## src/gms_map.vh

```
`ifndef GMS_MAP_VH
`define GMS_MAP_VH
// ------------------------------------------------------------
// register indices
// ------------------------------------------------------------
`define GMS_IDX_MS_CTRL     5'h09
`define GMS_IDX_MS_STAT     5'h0A
`define GMS_IDX_MMD_CTRL    5'h0D
`define GMS_IDX_MMD_ADDAT   5'h0E
`define GMS_IDX_EXT_STAT    5'h0F
// ------------------------------------------------------------
// field positions
// ------------------------------------------------------------
`define GMS_CTL_TEST_HI     15
`define GMS_CTL_TEST_LO     13
`define GMS_CTL_MAN_EN      12
`define GMS_CTL_MAN_MASTER  11
`define GMS_CTL_PORT_TYPE   10
`define GMS_CTL_ADV_FD      9
`define GMS_CTL_ADV_HD      8
`define GMS_MMD_FN_HI       15
`define GMS_MMD_FN_LO       14
`define GMS_MMD_DEV_HI      4
`define GMS_MMD_DEV_LO      0
// ------------------------------------------------------------
// reset values and codes
// ------------------------------------------------------------
`define GMS_CTL_RST         8'h02
`define GMS_TEST_MAX        3'h4
`define GMS_FN_ADDR         2'h0
`define GMS_FN_DATA         2'h1
`define GMS_FN_INC_RW       2'h2
`define GMS_FN_INC_WR       2'h3
`define GMS_IDLE_ERR_MAX    8'hFF
`define GMS_EXT_STAT_VAL    16'h2000
`endif

```

## src/gms_regs.v

```verilog
`timescale 1ns/1ps
`default_nettype none
`include "gms_map.vh"
module gms_regs #(
	parameter CNT_W = 8
) (
	input  wire        clock,
	input  wire        rstn,
	input  wire [4:0]  reg_addr,
	input  wire        reg_wr,
	input  wire        reg_rd,
	input  wire [15:0] reg_wdata,
	output reg  [15:0] reg_rdata_r,
	input  wire        auto_master,
	input  wire        ms_fault,
	input  wire        local_rx_ok,
	input  wire        remote_rx_ok,
	input  wire        lp_adv_fd,
	input  wire        lp_adv_hd,
	input  wire        idle_err,
	output reg  [2:0]  test_mode_r,
	output wire        is_master,
	output wire        adv_port_multi,
	output wire        adv_1000_fd,
	output wire        adv_1000_hd,
	output wire [4:0]  mmd_device_select,
	output wire [15:0] mmd_reg_addr,
	output wire        mmd_wr,
	output wire        mmd_rd,
	output wire [15:0] mmd_wdata,
	input  wire [15:0] mmd_rdata
);
	// ------------------------------------------------------------
	// register state
	// ------------------------------------------------------------
	reg         man_en_r;
	reg         man_master_r;
	reg         port_type_r;
	reg         adv_fd_r;
	reg         adv_hd_r;
	reg         fault_r;
	reg  [1:0]  mmd_fn_r;
	reg  [4:0]  mmd_dev_r;
	reg  [15:0] mmd_addr_r;

	// ------------------------------------------------------------
	// next values
	// ------------------------------------------------------------
	reg  [2:0]  test_mode_nxt;
	reg         man_en_nxt;
	reg         man_master_nxt;
	reg         port_type_nxt;
	reg         adv_fd_nxt;
	reg         adv_hd_nxt;
	reg         fault_nxt;
	reg  [1:0]  mmd_fn_nxt;
	reg  [4:0]  mmd_dev_nxt;
	reg  [15:0] mmd_addr_nxt;
	reg  [15:0] reg_rdata_nxt;
	wire [CNT_W-1:0] idle_cnt;

	// ------------------------------------------------------------
	// address decode
	// ------------------------------------------------------------
	// a read and a write in one cycle are not supported
	wire       hit_ctl  = reg_addr == `GMS_IDX_MS_CTRL;
	wire       hit_stat = reg_addr == `GMS_IDX_MS_STAT;
	wire       hit_mmdc = reg_addr == `GMS_IDX_MMD_CTRL;
	wire       hit_ad   = reg_addr == `GMS_IDX_MMD_ADDAT;
	wire       wr_ctl   = reg_wr && hit_ctl;
	wire       rd_stat  = reg_rd && hit_stat;
	wire       wr_mmdc  = reg_wr && hit_mmdc;
	wire       wr_ad    = reg_wr && hit_ad;
	wire       rd_ad    = reg_rd && hit_ad;
	wire       is_data  = mmd_fn_r != `GMS_FN_ADDR;
	wire [2:0] test_wr  = reg_wdata[`GMS_CTL_TEST_HI:`GMS_CTL_TEST_LO];
	wire [1:0] fn_wr    = reg_wdata[`GMS_MMD_FN_HI:`GMS_MMD_FN_LO];

	// ------------------------------------------------------------
	// gigabit control register
	// ------------------------------------------------------------
	// test mode select
	always @* begin
		test_mode_nxt = test_mode_r;
		if (wr_ctl) begin
			// reserved test codes fall back to normal operation
			if (test_wr > `GMS_TEST_MAX) begin
				test_mode_nxt = 3'h0;
			end else begin
				test_mode_nxt = test_wr;
			end
		end
	end

	always @* begin
		man_en_nxt     = man_en_r;
		man_master_nxt = man_master_r;
		if (wr_ctl) begin
			man_en_nxt     = reg_wdata[`GMS_CTL_MAN_EN];
			man_master_nxt = reg_wdata[`GMS_CTL_MAN_MASTER];
		end
	end

	always @* begin
		port_type_nxt = port_type_r;
		adv_fd_nxt    = adv_fd_r;
		adv_hd_nxt    = adv_hd_r;
		if (wr_ctl) begin
			port_type_nxt = reg_wdata[`GMS_CTL_PORT_TYPE];
			adv_fd_nxt    = reg_wdata[`GMS_CTL_ADV_FD];
			// stored as written; software keeps it zero
			adv_hd_nxt    = reg_wdata[`GMS_CTL_ADV_HD];
		end
	end

	// whole writable byte resets from one image
	always @(posedge clock or negedge rstn) begin
		if (!rstn) begin
			{test_mode_r, man_en_r, man_master_r, port_type_r, adv_fd_r, adv_hd_r} <=
				`GMS_CTL_RST;
		end else begin
			test_mode_r  <= test_mode_nxt;
			man_en_r     <= man_en_nxt;
			man_master_r <= man_master_nxt;
			port_type_r  <= port_type_nxt;
			adv_fd_r     <= adv_fd_nxt;
			adv_hd_r     <= adv_hd_nxt;
		end
	end

	assign is_master      = man_en_r ? man_master_r : auto_master;
	assign adv_port_multi = port_type_r;
	assign adv_1000_fd    = adv_fd_r;
	assign adv_1000_hd    = adv_hd_r;

	// ------------------------------------------------------------
	// latched fault and idle error count
	// ------------------------------------------------------------
	// latch high, clear on read
	always @* begin
		fault_nxt = fault_r;
		// a fault in the reading cycle wins, so none is lost
		if (ms_fault) begin
			fault_nxt = 1'b1;
		end else if (rd_stat) begin
			fault_nxt = 1'b0;
		end
	end

	always @(posedge clock or negedge rstn) begin
		if (!rstn) begin
			fault_r <= 1'b0;
		end else begin
			fault_r <= fault_nxt;
		end
	end

	gms_sat_cnt #(
		.W       (CNT_W)
	) u_idle_cnt (
		.clock   (clock),
		.rstn    (rstn),
		.inc     (idle_err),
		.clr     (rd_stat),
		.count_r (idle_cnt)
	);

	// ------------------------------------------------------------
	// indirect mmd access
	// ------------------------------------------------------------
	// function and device select
	always @* begin
		mmd_fn_nxt  = mmd_fn_r;
		mmd_dev_nxt = mmd_dev_r;
		if (wr_mmdc) begin
			mmd_fn_nxt  = fn_wr;
			mmd_dev_nxt = reg_wdata[`GMS_MMD_DEV_HI:`GMS_MMD_DEV_LO];
		end
	end

	always @(posedge clock or negedge rstn) begin
		if (!rstn) begin
			mmd_fn_r  <= `GMS_FN_ADDR;
			mmd_dev_r <= 5'h00;
		end else begin
			mmd_fn_r  <= mmd_fn_nxt;
			mmd_dev_r <= mmd_dev_nxt;
		end
	end

	// address write, post increment
	// the address wraps past its top, no carry is kept
	always @* begin
		mmd_addr_nxt = mmd_addr_r;
		case (mmd_fn_r)
		`GMS_FN_ADDR: begin
			if (wr_ad) begin
				mmd_addr_nxt = reg_wdata;
			end
		end
		`GMS_FN_INC_RW: begin
			if (wr_ad || rd_ad) begin
				mmd_addr_nxt = mmd_addr_r + 16'h0001;
			end
		end
		`GMS_FN_INC_WR: begin
			if (wr_ad) begin
				mmd_addr_nxt = mmd_addr_r + 16'h0001;
			end
		end
		default: begin
			mmd_addr_nxt = mmd_addr_r;
		end
		endcase
	end

	always @(posedge clock or negedge rstn) begin
		if (!rstn) begin
			mmd_addr_r <= 16'h0000;
		end else begin
			mmd_addr_r <= mmd_addr_nxt;
		end
	end

	// data forwarded to selected mmd
	// strobes are combinational so the far side answers in the request cycle
	assign mmd_device_select = mmd_dev_r;
	assign mmd_reg_addr      = mmd_addr_r;
	assign mmd_wr            = wr_ad && is_data;
	assign mmd_rd            = rd_ad && is_data;
	assign mmd_wdata         = reg_wdata;

	// ------------------------------------------------------------
	// read data
	// ------------------------------------------------------------
	// reserved and unmapped read zero
	always @* begin
		// last read value stands until the next read
		reg_rdata_nxt = reg_rdata_r;
		if (reg_rd) begin
			case (reg_addr)
			`GMS_IDX_MS_CTRL: begin
				reg_rdata_nxt = {test_mode_r, man_en_r, man_master_r, port_type_r,
					adv_fd_r, adv_hd_r, 8'h00};
			end
			`GMS_IDX_MS_STAT: begin
				reg_rdata_nxt = {fault_r, is_master, local_rx_ok, remote_rx_ok,
					lp_adv_fd, lp_adv_hd, 2'b00, idle_cnt[7:0]};
			end
			`GMS_IDX_MMD_CTRL: begin
				reg_rdata_nxt = {mmd_fn_r, 9'h000, mmd_dev_r};
			end
			`GMS_IDX_MMD_ADDAT: begin
				reg_rdata_nxt = is_data ? mmd_rdata : mmd_addr_r;
			end
			`GMS_IDX_EXT_STAT: begin
				reg_rdata_nxt = `GMS_EXT_STAT_VAL;
			end
			default: begin
				reg_rdata_nxt = 16'h0000;
			end
			endcase
		end
	end

	always @(posedge clock or negedge rstn) begin
		if (!rstn) begin
			reg_rdata_r <= 16'h0000;
		end else begin
			reg_rdata_r <= reg_rdata_nxt;
		end
	end

endmodule // gms_regs
`default_nettype wire

```

## src/gms_sat_cnt.v

```verilog
`timescale 1ns/1ps
`default_nettype none
module gms_sat_cnt #(
	parameter W = 8
) (
	input  wire         clock,
	input  wire         rstn,
	input  wire         inc,
	input  wire         clr,
	output reg  [W-1:0] count_r
);
	// increment in the clearing cycle is kept, so no error is lost
	always @(posedge clock or negedge rstn) begin
		if (!rstn) begin
			count_r <= {W{1'b0}};
		end else if (clr) begin
			count_r <= inc ? {{(W-1){1'b0}}, 1'b1} : {W{1'b0}};
		end else if (inc && count_r != {W{1'b1}}) begin
			count_r <= count_r + {{(W-1){1'b0}}, 1'b1};
		end
	end
endmodule // gms_sat_cnt
`default_nettype wire

```

## config.mk

```make
export PLATFORM = sky130hd
export DESIGN_NAME = gms_regs
export DESIGN_NICKNAME = d
export VERILOG_FILES = /design/src/gms_regs.v /design/src/gms_sat_cnt.v
export VERILOG_INCLUDE_DIRS = /design/src
export SDC_FILE = /design/constraint.sdc
export NUM_CORES = 1
export LEC_CHECK = 0
export BUFFER_PORTS_ARGS = -buffer_cell sky130_fd_sc_hd__buf_4
export CORE_MARGIN = 8
export CORE_UTILIZATION = 58
export CTS_BUF_LIST = sky130_fd_sc_hd__clkbuf_4
export CTS_CLUSTER_DIAMETER = 30
export DETAILED_ROUTE_END_ITERATION = 8
export PLACE_DENSITY_LB_ADDON = 0.15
export SLEW_MARGIN = 20
export SYNTH_ARGS = -nofsm -noshare
export SYNTH_HDL_FRONTEND = slang
export SYNTH_SLANG_ARGS = --single-unit
```

## constraint.sdc

```tcl
create_clock -name clock -period 3.26 [get_ports clock]
set_input_delay 0.652 -clock clock [delete_from_list [all_inputs] [get_ports clock]]
set_output_delay 0.652 -clock clock [all_outputs]
set_load 0.02 [all_outputs]
```

==> out/results.ini, run 1 <==
[floorplanning]
io_pins=110
row_count=28
fp.dieW_um=95.0
core_sq_um=5990
start_util=0.605
die_h_um=95.0
die-area_sq_um=9030

[setup_path]
r2r_slack_ps=1220
arrival_ps=1820
critical_path.max_fanout=14
slowest_stage=nand2b_1
crit_required_ps=2610
start_kind=input port
worstPathCellList=buf_4 > nand2b_1 > nor2_1 > and3_1 > buf_4
max_stage_delay_ps=530
cp_common_cell=buf_4
critPathCaptureType=output port
path_class=input port to output port

[drt]
drt_wl_total_um=10900
antenna_left=0
wl_per_cell_um=20.6
dr.pass1.iters=5
wl_met1_um=4580
vias=3338
drc_errors=0
drt_iter0_drc=267
viasPerCell=6.32
wl_met2_um=5250
dr_wl_met3_um=834
topRoutingLayerUsed=met4

[clocking]
cts.repair.resized=0
clk_pin_slew_ps=160
clockBufferDepth=2
clock_latency_ps=400
root_buffer=clkbuf_4
post_cts_buffers=0
ctsHoldBuffers=0
clock-sinks=56
htree_num_levels=2
tritoncts.num_buffers=5
cts_tree=done

[synthesis]
synth_compound_area_frac=0.185
syn_area_sq_um=3620
synth_top_cell_area_share=0.380
synth_top_area_cell=dfrtp_1
synth_top_family_by_area=simple AND/OR/NAND/NOR gates
synth_edf_count=0
synthTopCellsByArea=dfrtp_1 (38%), mux2_2 (6.8%), buf_4 (4.1%), nand3_1 (3.2%), mux2i_1 (2.8%)
synthSimpleGateAreaFrac=0.231
seq_area_frac_synth=0.387
post_synth_fa_ha_maj_area_fraction=0.00691
synth_warnings=0
postSynthAreaPerCell_sq_um=9.66
ys_seq_elements=56
synth_cell_types=71
synthesis.nets=425
synth-xor-area-share=0.00725
async_flop_share=1.00
ys.flop_type=dfrtp_1
synth_mux_area_frac=0.0960
syn_inst=375

[global_route]
grt.overflow.total=0
grt_max_degree=57
grt_pass1_wl_um=17000
track_usage=0.240
grt_pass1_vias=3226
antenna_found_initial=0

[placement]
portBuffers=109
place.gp.congestion=0.919
dp_hpwl_um=8260

[timing]
finalSetupViolCount=0
rsz0062_at_grt=no
fmax_ghz=0.404
timing.slew.headroom=0.523
fin_skew_ps=20.7
tightestPinTransition_ps=715
timing_hold_violations_final=0
period_share=0.759
final_max_slew_viol_count=0
finalCriticalPeriod_ps=2470
tns_ps=0

[layout]
drive_above_1_share=0.347
nets=502
n_antenna_cell=0
area_delta_synth_final_pct=20.9
num-fill-cells=459

[status]
status=completed

[hold_path]
min-delay-path-class=input port to asynchronous set/reset pin

[pwr]
pwr_density_cell_nw_per_um2=479
irDropWorstVdd_mv=0.317
total_power_mw=2.10
power.leakage_nw=1.93

[flow_run]
cap_viol_max_count=0

placed cells by master, fill, tap and decap left out, drive strengths merged, types with 3 or more instances in the layout:
cell type  netlist  routed
buf             37     114
dfrtp           55      55
nand3           23      23
mux2            22      22
nor2            20      20
nand2           18      18
a21oi           16      16
nor4            13      13
inv             11      11
o21ai           11      11
nand2b          10      10
mux2i           10      10
nand4            9       9
a22oi            9       9
nor3             9       9
o221ai           8       8
nand3b           7       7
and3             5       5
nor2b            5       5
a221o            5       5
clkbuf           7       5
and2             4       4
o22ai            4       4
and3b            3       3
xor2             3       3
a31oi            3       3
o2bb2ai          3       3
and4             3       3
a211oi           3       3
nor3b            3       3
cell usage after synthesis, types with 6 or more instances:
library cell  count
dfrtp_1          55
nand3_1          23
mux2_2           22
buf_4            20
nor2_1           18
nand2_1          17
a21oi_1          16
buf_2            14
nor4_1           13
inv_1            11
mux2i_1          10
nand2b_1         10
o21ai_0          10
a22oi_1           9
nand4_1           9
nor3_1            8
o221ai_1          8
clkbuf_1          6
nand3b_1          6
sequential cells by signal, indices dropped and copies added (netlist names):
register,flops
adv_1000_fd,1
adv_1000_hd,1
adv_port_multi,1
fault_r,1
man_en_r,1
man_master_r,1
mmd_device_select,5
mmd_fn_r,2
mmd_reg_addr,16
reg_rdata_r,16
test_mode_r,3
u_idle_cnt.count_r,8
metal layers:
metal | track usage | up-vias
li1 | - | 1557
met4 | 0.0767 | 0
met5 | 0 | -
met1 | 0.323 | 1615
met2 | 0.379 | 146
met3 | 0.0487 | 20
worst paths after layout:
check	cells past startpoint	endpoint	from
max in group asynchronous	1	mmd_fn_r[0]	rstn
min reg2reg	1	reg_rdata_r[13]	reg_rdata_r[13]
max	5	mmd_wr	reg_addr[0]
min in group clock	2	fault_r	ms_fault
min	1	adv_1000_hd	rstn
max reg2reg	4	mmd_reg_addr[3]	mmd_fn_r[1]
area by class of cell:
cell class	instances	area, sq um	area share
multi-input combinational	264	1900	0.435
sequential	56	1400	0.320
timing repair buffer	114	856	0.195
tap	75	93.8	0.0214
clock inverter	3	42.5	0.00972
inverter	11	41.3	0.00943
clock buffer	5	37.5	0.00857
power by group:
part | total [mW] | switching (mW) | internal (mW)
registers | 0.998 | 0.195 | 0.802
clock network | 0.395 | 0.234 | 0.161
logic | 0.705 | 0.375 | 0.330
logic make-up (layout without fill, tap and decap cells):
family / after synthesis / after routing
DFF: 56 / 56
AOI/OAI and AO/OA: 86 / 86
adders and majority gates: 2 / 2
buffers and inverters: 55 / 133
xor gates and xnor gates: 3 / 3
and+or+nand+nor: 141 / 141
muxes: 32 / 32
worst max-delay path, delay by kind of cell:
kind	cells	cell delay, ps
AND/OR/NAND/NOR	3	850
buffers and inverters	2	310
through the flow:
stage	hold slack, ps	cell area (sq um)	cells	utilization	worst slack [ps]
2_1_floorplan	356	3620	375	-	753
3_3_place_gp	474	4300	520	0.717	839
3_5_place_dp	487	4300	520	0.717	807
4_1_cts	318	4380	528	0.731	800
5_1_grt	324	4380	528	0.731	701
6_report	277	4380	528	0.731	786
(Power assumes the default switching activity.)
==> run 2, diff against run 1 <==
CORE_UTILIZATION = 48   (was 58)
clock period = 2 ns   (was 3.26 ns; I/O delays follow)
==> out/results.ini, run 2 (same netlist as run 1, synthesis figures left out) <==
[hold_path]
min-delay-path-class=input port to asynchronous set/reset pin

[floorplanning]
fp.dieW_um=103  ; +8.3%
die-area_sq_um=10600  ; +17%
core_sq_um=7290  ; +22%
start_util=0.497  ; -0.108
io_pins=110  ; unchanged
die_h_um=103  ; +8.3%
row_count=31  ; +11%

[drt]
drt_iter0_drc=143  ; -46%
antenna_left=0  ; unchanged
dr_wl_met3_um=789  ; -5.4%
viasPerCell=5.95  ; -5.9%
vias=3414  ; +2.3%
drt_wl_total_um=11400  ; +4.6%
wl_met2_um=5500  ; +4.8%
wl_per_cell_um=19.8  ; -3.8%
wl_met1_um=4870  ; +6.4%
topRoutingLayerUsed=met4
dr.pass1.iters=5  ; unchanged
drc_errors=0  ; unchanged

[pwr]
combPwrFrac=0.365  ; +0.029
switching_share=0.378  ; -0.00548
clockPowerShare=0.181  ; -0.007
internal_power_mw=2.17  ; +68%
p_sw_mw=1.32  ; +64%
power.leakage_nw=2.04  ; +5.9%
seqPwrFrac=0.454  ; -0.022
irDropWorstVdd_mv=0.466  ; +47%
pwr_density_cell_nw_per_um2=757  ; +58%

[clocking]
tritoncts.num_buffers=5  ; unchanged
clockBufferDepth=2  ; unchanged
cts_tree=done
clk_pin_slew_ps=160  ; about the same
clock_latency_ps=380  ; -20 ps
ctsHoldBuffers=0  ; unchanged
clock-sinks=56  ; unchanged
htree_num_levels=2  ; unchanged
root_buffer=clkbuf_4

[setup_path]
max_stage_delay_ps=460  ; -70 ps
critical_path.max_fanout=6  ; -8
slowest_stage=dfrtp_2
start_kind=flip-flop
worstPathCellList=or2_4 > and3_1 > buf_4
critPathCaptureType=output port
crit_required_ps=1600  ; -1010 ps
arrival_ps=1470  ; -350 ps
path_class=flip-flop to output port

[timing]
rsz0062_at_grt=no
timing.slew.headroom=0.508  ; -0.0146
finalCriticalPeriod_ps=1870
period_share=0.935
finalSetupViolCount=0  ; unchanged
timing_hold_violations_final=0  ; unchanged
tns_ps=0  ; unchanged
tightestPinTransition_ps=737  ; +21.9 ps
fin_skew_ps=8.40  ; -12.3 ps
hold_ws_ps=51.1  ; -226 ps
final_max_slew_viol_count=0  ; unchanged
fmax_ghz=0.535

[flow_run]
cap_viol_max_count=0  ; unchanged

[layout]
n_antenna_cell=0  ; unchanged
final_common_cell=buf_4
nets=524  ; +4.4%
drive_above_1_share=0.383  ; +0.0366
num-fill-cells=645  ; +41%
most-common-layout-cells=buf_4 (134), dfrtp_1 (53), nand3_1 (23)
area_delta_synth_final_pct=27.3

[status]
status=completed

[global_route]
grt_max_degree=57  ; unchanged
track_usage=0.223  ; -0.0172
antenna_found_initial=0  ; unchanged
grt_pass1_vias=3477  ; +7.8%
grt_pass1_wl_um=18300  ; +7.6%
grt.overflow.total=0  ; unchanged

[placement]
portBuffers=109  ; unchanged
place.gp.congestion=0.925  ; +0.62%
dp_hpwl_um=8760  ; +6.1%

-- run 2: cell count changes in the layout (fill, tap and decap cells not counted) --
cell	before	now
nor4_1	13	12
dfrtp_1	55	53
or2_2	1	0
or2_4	0	1
buf_4	114	134
dfrtp_2	0	2
buf_12	0	2
nor4_2	0	1
-- run 2: worst paths after layout --
check                                  end  slack [ps]             from  cells past startpoint
max reg2reg                mmd_reg_addr[2]         180      mmd_fn_r[0]                      7
min in group clock                 fault_r         210         ms_fault                      2
min                        reg_rdata_r[13]          50             rstn                      1
min reg2reg                reg_rdata_r[13]         520  reg_rdata_r[13]                      1
max                                 mmd_wr         130      mmd_fn_r[1]                      3
max in group asynchronous      mmd_fn_r[0]        1420             rstn                      1
-- run 2: through the flow --
stage	instances	util	setup slack, ps	area, sq um	total power, mW
6_report	574	0.632	130	4610	3.49
5_1_grt	574	0.632	91.3	4610	3.68
4_1_cts	571	0.627	24.6	4570	3.49
3_5_place_dp	559	0.612	133	4460	2.84
3_3_place_gp	559	0.612	163	4460	2.81
2_1_floorplan	375	-	206	3630	2.31
-- run 2: cell type report --
class	count	area, sq um	area share
Sequential cell	56	1410	0.305
Clock buffer	5	37.5	0.00814
Clock inverter	3	42.5	0.00923
Tap cell	99	124	0.0269
Timing Repair Buffer	136	1050	0.227
Multi-Input combinational cell	264	1910	0.415
Inverter	11	41.3	0.00896
-- run 2: layer usage --
layer,up-vias,GRT usage
met5,-,0
met1,1660,0.282
li1,1598,-
met2,132,0.373
met3,24,0.0479
met4,0,0.0634
-- run 2: what timing repair did --
| action | CTS | global route |
|---|---|---|
| gates resized for setup | 2 | 1 |
| setup buffers | 4 | 3 |
| endpoints found under the setup margin | 2 | 2 |
| pin swaps | 0 | 1 |
-- run 2: critical path, delay by kind of cell (launching register included) --
kind,cells,cell delay [ps]
buffers and inverters,1,150
and+or+nand+nor,2,480
DFF,1,460
-- run 2: power groups by stage --
stage               registers [mW]  clock network [mW]  logic, mW
floorplan                     1.63                   0      0.685
global placement              1.61                   0       1.21
detailed placement            1.61                   0       1.23
CTS                           1.58               0.634       1.28
global route                  1.62               0.676       1.39
finish                        1.58               0.630       1.27
==> run 3, diff against run 2 <==
CTS_BUF_LIST = sky130_fd_sc_hd__clkbuf_2 sky130_fd_sc_hd__clkbuf_4 sky130_fd_sc_hd__clkbuf_8   (was sky130_fd_sc_hd__clkbuf_4)
MAX_ROUTING_LAYER = met4   (was unset)
==> out/results.ini, run 3 (same netlist as run 1, synthesis figures left out) <==
[placement]
portBuffers=109  ; unchanged
place_ws_ps=83.7  ; -49.7 ps
dp_hpwl_um=8710  ; -0.65%
place.gp.congestion=0.900  ; -2.7%

[clocking]
cts_tree=done
tritoncts.num_buffers=5  ; unchanged
clock-sinks=56  ; unchanged
htree_num_levels=2  ; unchanged
ctsHoldBuffers=0  ; unchanged
clockBufferDepth=2  ; unchanged
clk_pin_slew_ps=100  ; -60 ps
clock_latency_ps=310  ; -70 ps
root_buffer=clkbuf_8

[setup_path]
crit_end=mmd_rd
path_class=input port to output port
arrival_ps=1490  ; +20 ps
worstReg2RegStart=mmd_fn_r[1]
worstPathCellList=buf_4 > nand3b_1 > nor4_2 > buf_4
crit_required_ps=1600  ; about the same
crit_cells=4  ; +1
reg2reg_to=mmd_reg_addr[3]
start_kind=input port
r2r_slack_ps=140  ; -40 ps
r2r_cells=5  ; -2
crit_start=reg_addr[4]
critPathTopFamily=simple AND/OR/NAND/NOR gates
critical_path.max_fanout=6  ; unchanged
cp_common_cell=buf_4
max_stage_delay_ps=380  ; -80 ps
critPathCaptureType=output port
slowest_stage=nand3b_1
crit_buf_inv=2  ; +1

[timing]
hold_ws_ps=139  ; +88.2 ps
timing_hold_violations_final=0  ; unchanged
fmax_ghz=0.529  ; -1.1%
timing.slew.headroom=0.511  ; +0.00264
finalCriticalPeriod_ps=1890  ; +21.1 ps
period_share=0.946  ; +0.0105
rsz0062_at_grt=no
tns_ps=0  ; unchanged
final_max_slew_viol_count=0  ; unchanged
finalSetupViolCount=0  ; unchanged
tightestPinTransition_ps=733  ; -3.96 ps
setup_slack_ps=109  ; -21.1 ps
fin_skew_ps=9.08  ; +0.676 ps

[drt]
drt_wl_total_um=11300  ; -1.2%
vias=3411  ; -0.088%
drt_iter0_drc=192  ; +34%
drc_errors=0  ; unchanged
dr.pass1.iters=4  ; -1
viasPerCell=5.94  ; about the same
antenna_left=0  ; unchanged
wl_per_cell_um=19.6  ; -1.2%

[layout]
most-common-layout-cells=buf_4 (135), dfrtp_1 (53), nand3_1 (23)
drive_above_1_share=0.385  ; +0.00211
n_antenna_cell=0  ; unchanged
final_common_cell=buf_4
nets=524  ; unchanged
area_delta_synth_final_pct=27.1

[hold_path]
min-delay-path-class=input port to asynchronous set/reset pin

[floorplanning]
die_h_um=103  ; unchanged
start_util=0.497  ; unchanged
fp.dieW_um=103  ; unchanged
core_sq_um=7290  ; unchanged
die-area_sq_um=10600  ; unchanged
io_pins=110  ; unchanged
row_count=31  ; unchanged

[status]
status=completed

[flow_run]
cap_viol_max_count=0  ; unchanged

[global_route]
antenna_found_initial=0  ; unchanged
grt_max_degree=57  ; unchanged
grt.overflow.total=0  ; unchanged
grt_pass1_vias=3414  ; -1.8%
track_usage=0.223  ; +0.000522
grt_pass1_wl_um=17900  ; -2.0%

[pwr]
power.leakage_nw=2.04  ; -0.19%
irDropWorstVdd_mv=0.404  ; -13%
pwr_density_cell_nw_per_um2=763  ; +0.83%

## run 3: area by class of cell
cell class / count / area (sq um)
multi-input combinational: 264 / 1910
timing repair buffer: 136 / 1030
tap: 99 / 124
inverter: 11 / 41.3
clock buffer: 5 / 68.8
clock inverter: 3 / 21.3
fill: 659 / 2690
sequential: 56 / 1410
## run 3: metal layers
| layer | up-vias | part of all wire | track usage |
|---|---|---|---|
| met4 | 0 | 0.018 | 0.0656 |
| met1 | 1672 | 0.46 | 0.291 |
| met2 | 122 | 0.47 | 0.352 |
| li1 | 1600 | - | - |
| met3 | 17 | 0.051 | 0.0331 |
| met5 | - | 0 | - |
## run 3: through the flow
step	util	cells	power, mW	cell area (sq um)
3_5_place_dp	0.615	562	2.86	4480
3_3_place_gp	0.615	562	2.83	4480
4_1_cts	0.627	570	3.51	4570
6_report	0.631	574	3.51	4600
5_1_grt	0.631	574	3.71	4600
2_1_floorplan	-	375	2.31	3630
## run 3: worst min-delay path by stage
stage               startpoint  slack (ps)              end
6_report                  rstn         140  reg_rdata_r[13]
5_1_grt                   rstn         200   reg_rdata_r[6]
4_1_cts                   rstn         160  reg_rdata_r[11]
3_5_place_dp   reg_rdata_r[15]         490  reg_rdata_r[15]
3_3_place_gp   reg_rdata_r[15]         470  reg_rdata_r[15]
2_1_floorplan             rstn         100      adv_1000_hd
## run 3: timing repair
action | in CTS | in global routing
resized for setup | 2 | 0
endpoints found under the setup margin | 1 | 1
gates cloned | 0 | 0
setup buffers | 0 | 4
## run 3: report_power, final
part	internal, mW	switching, mW
sequential	1.31	0.274
clock	0.250	0.394
combinational	0.603	0.682
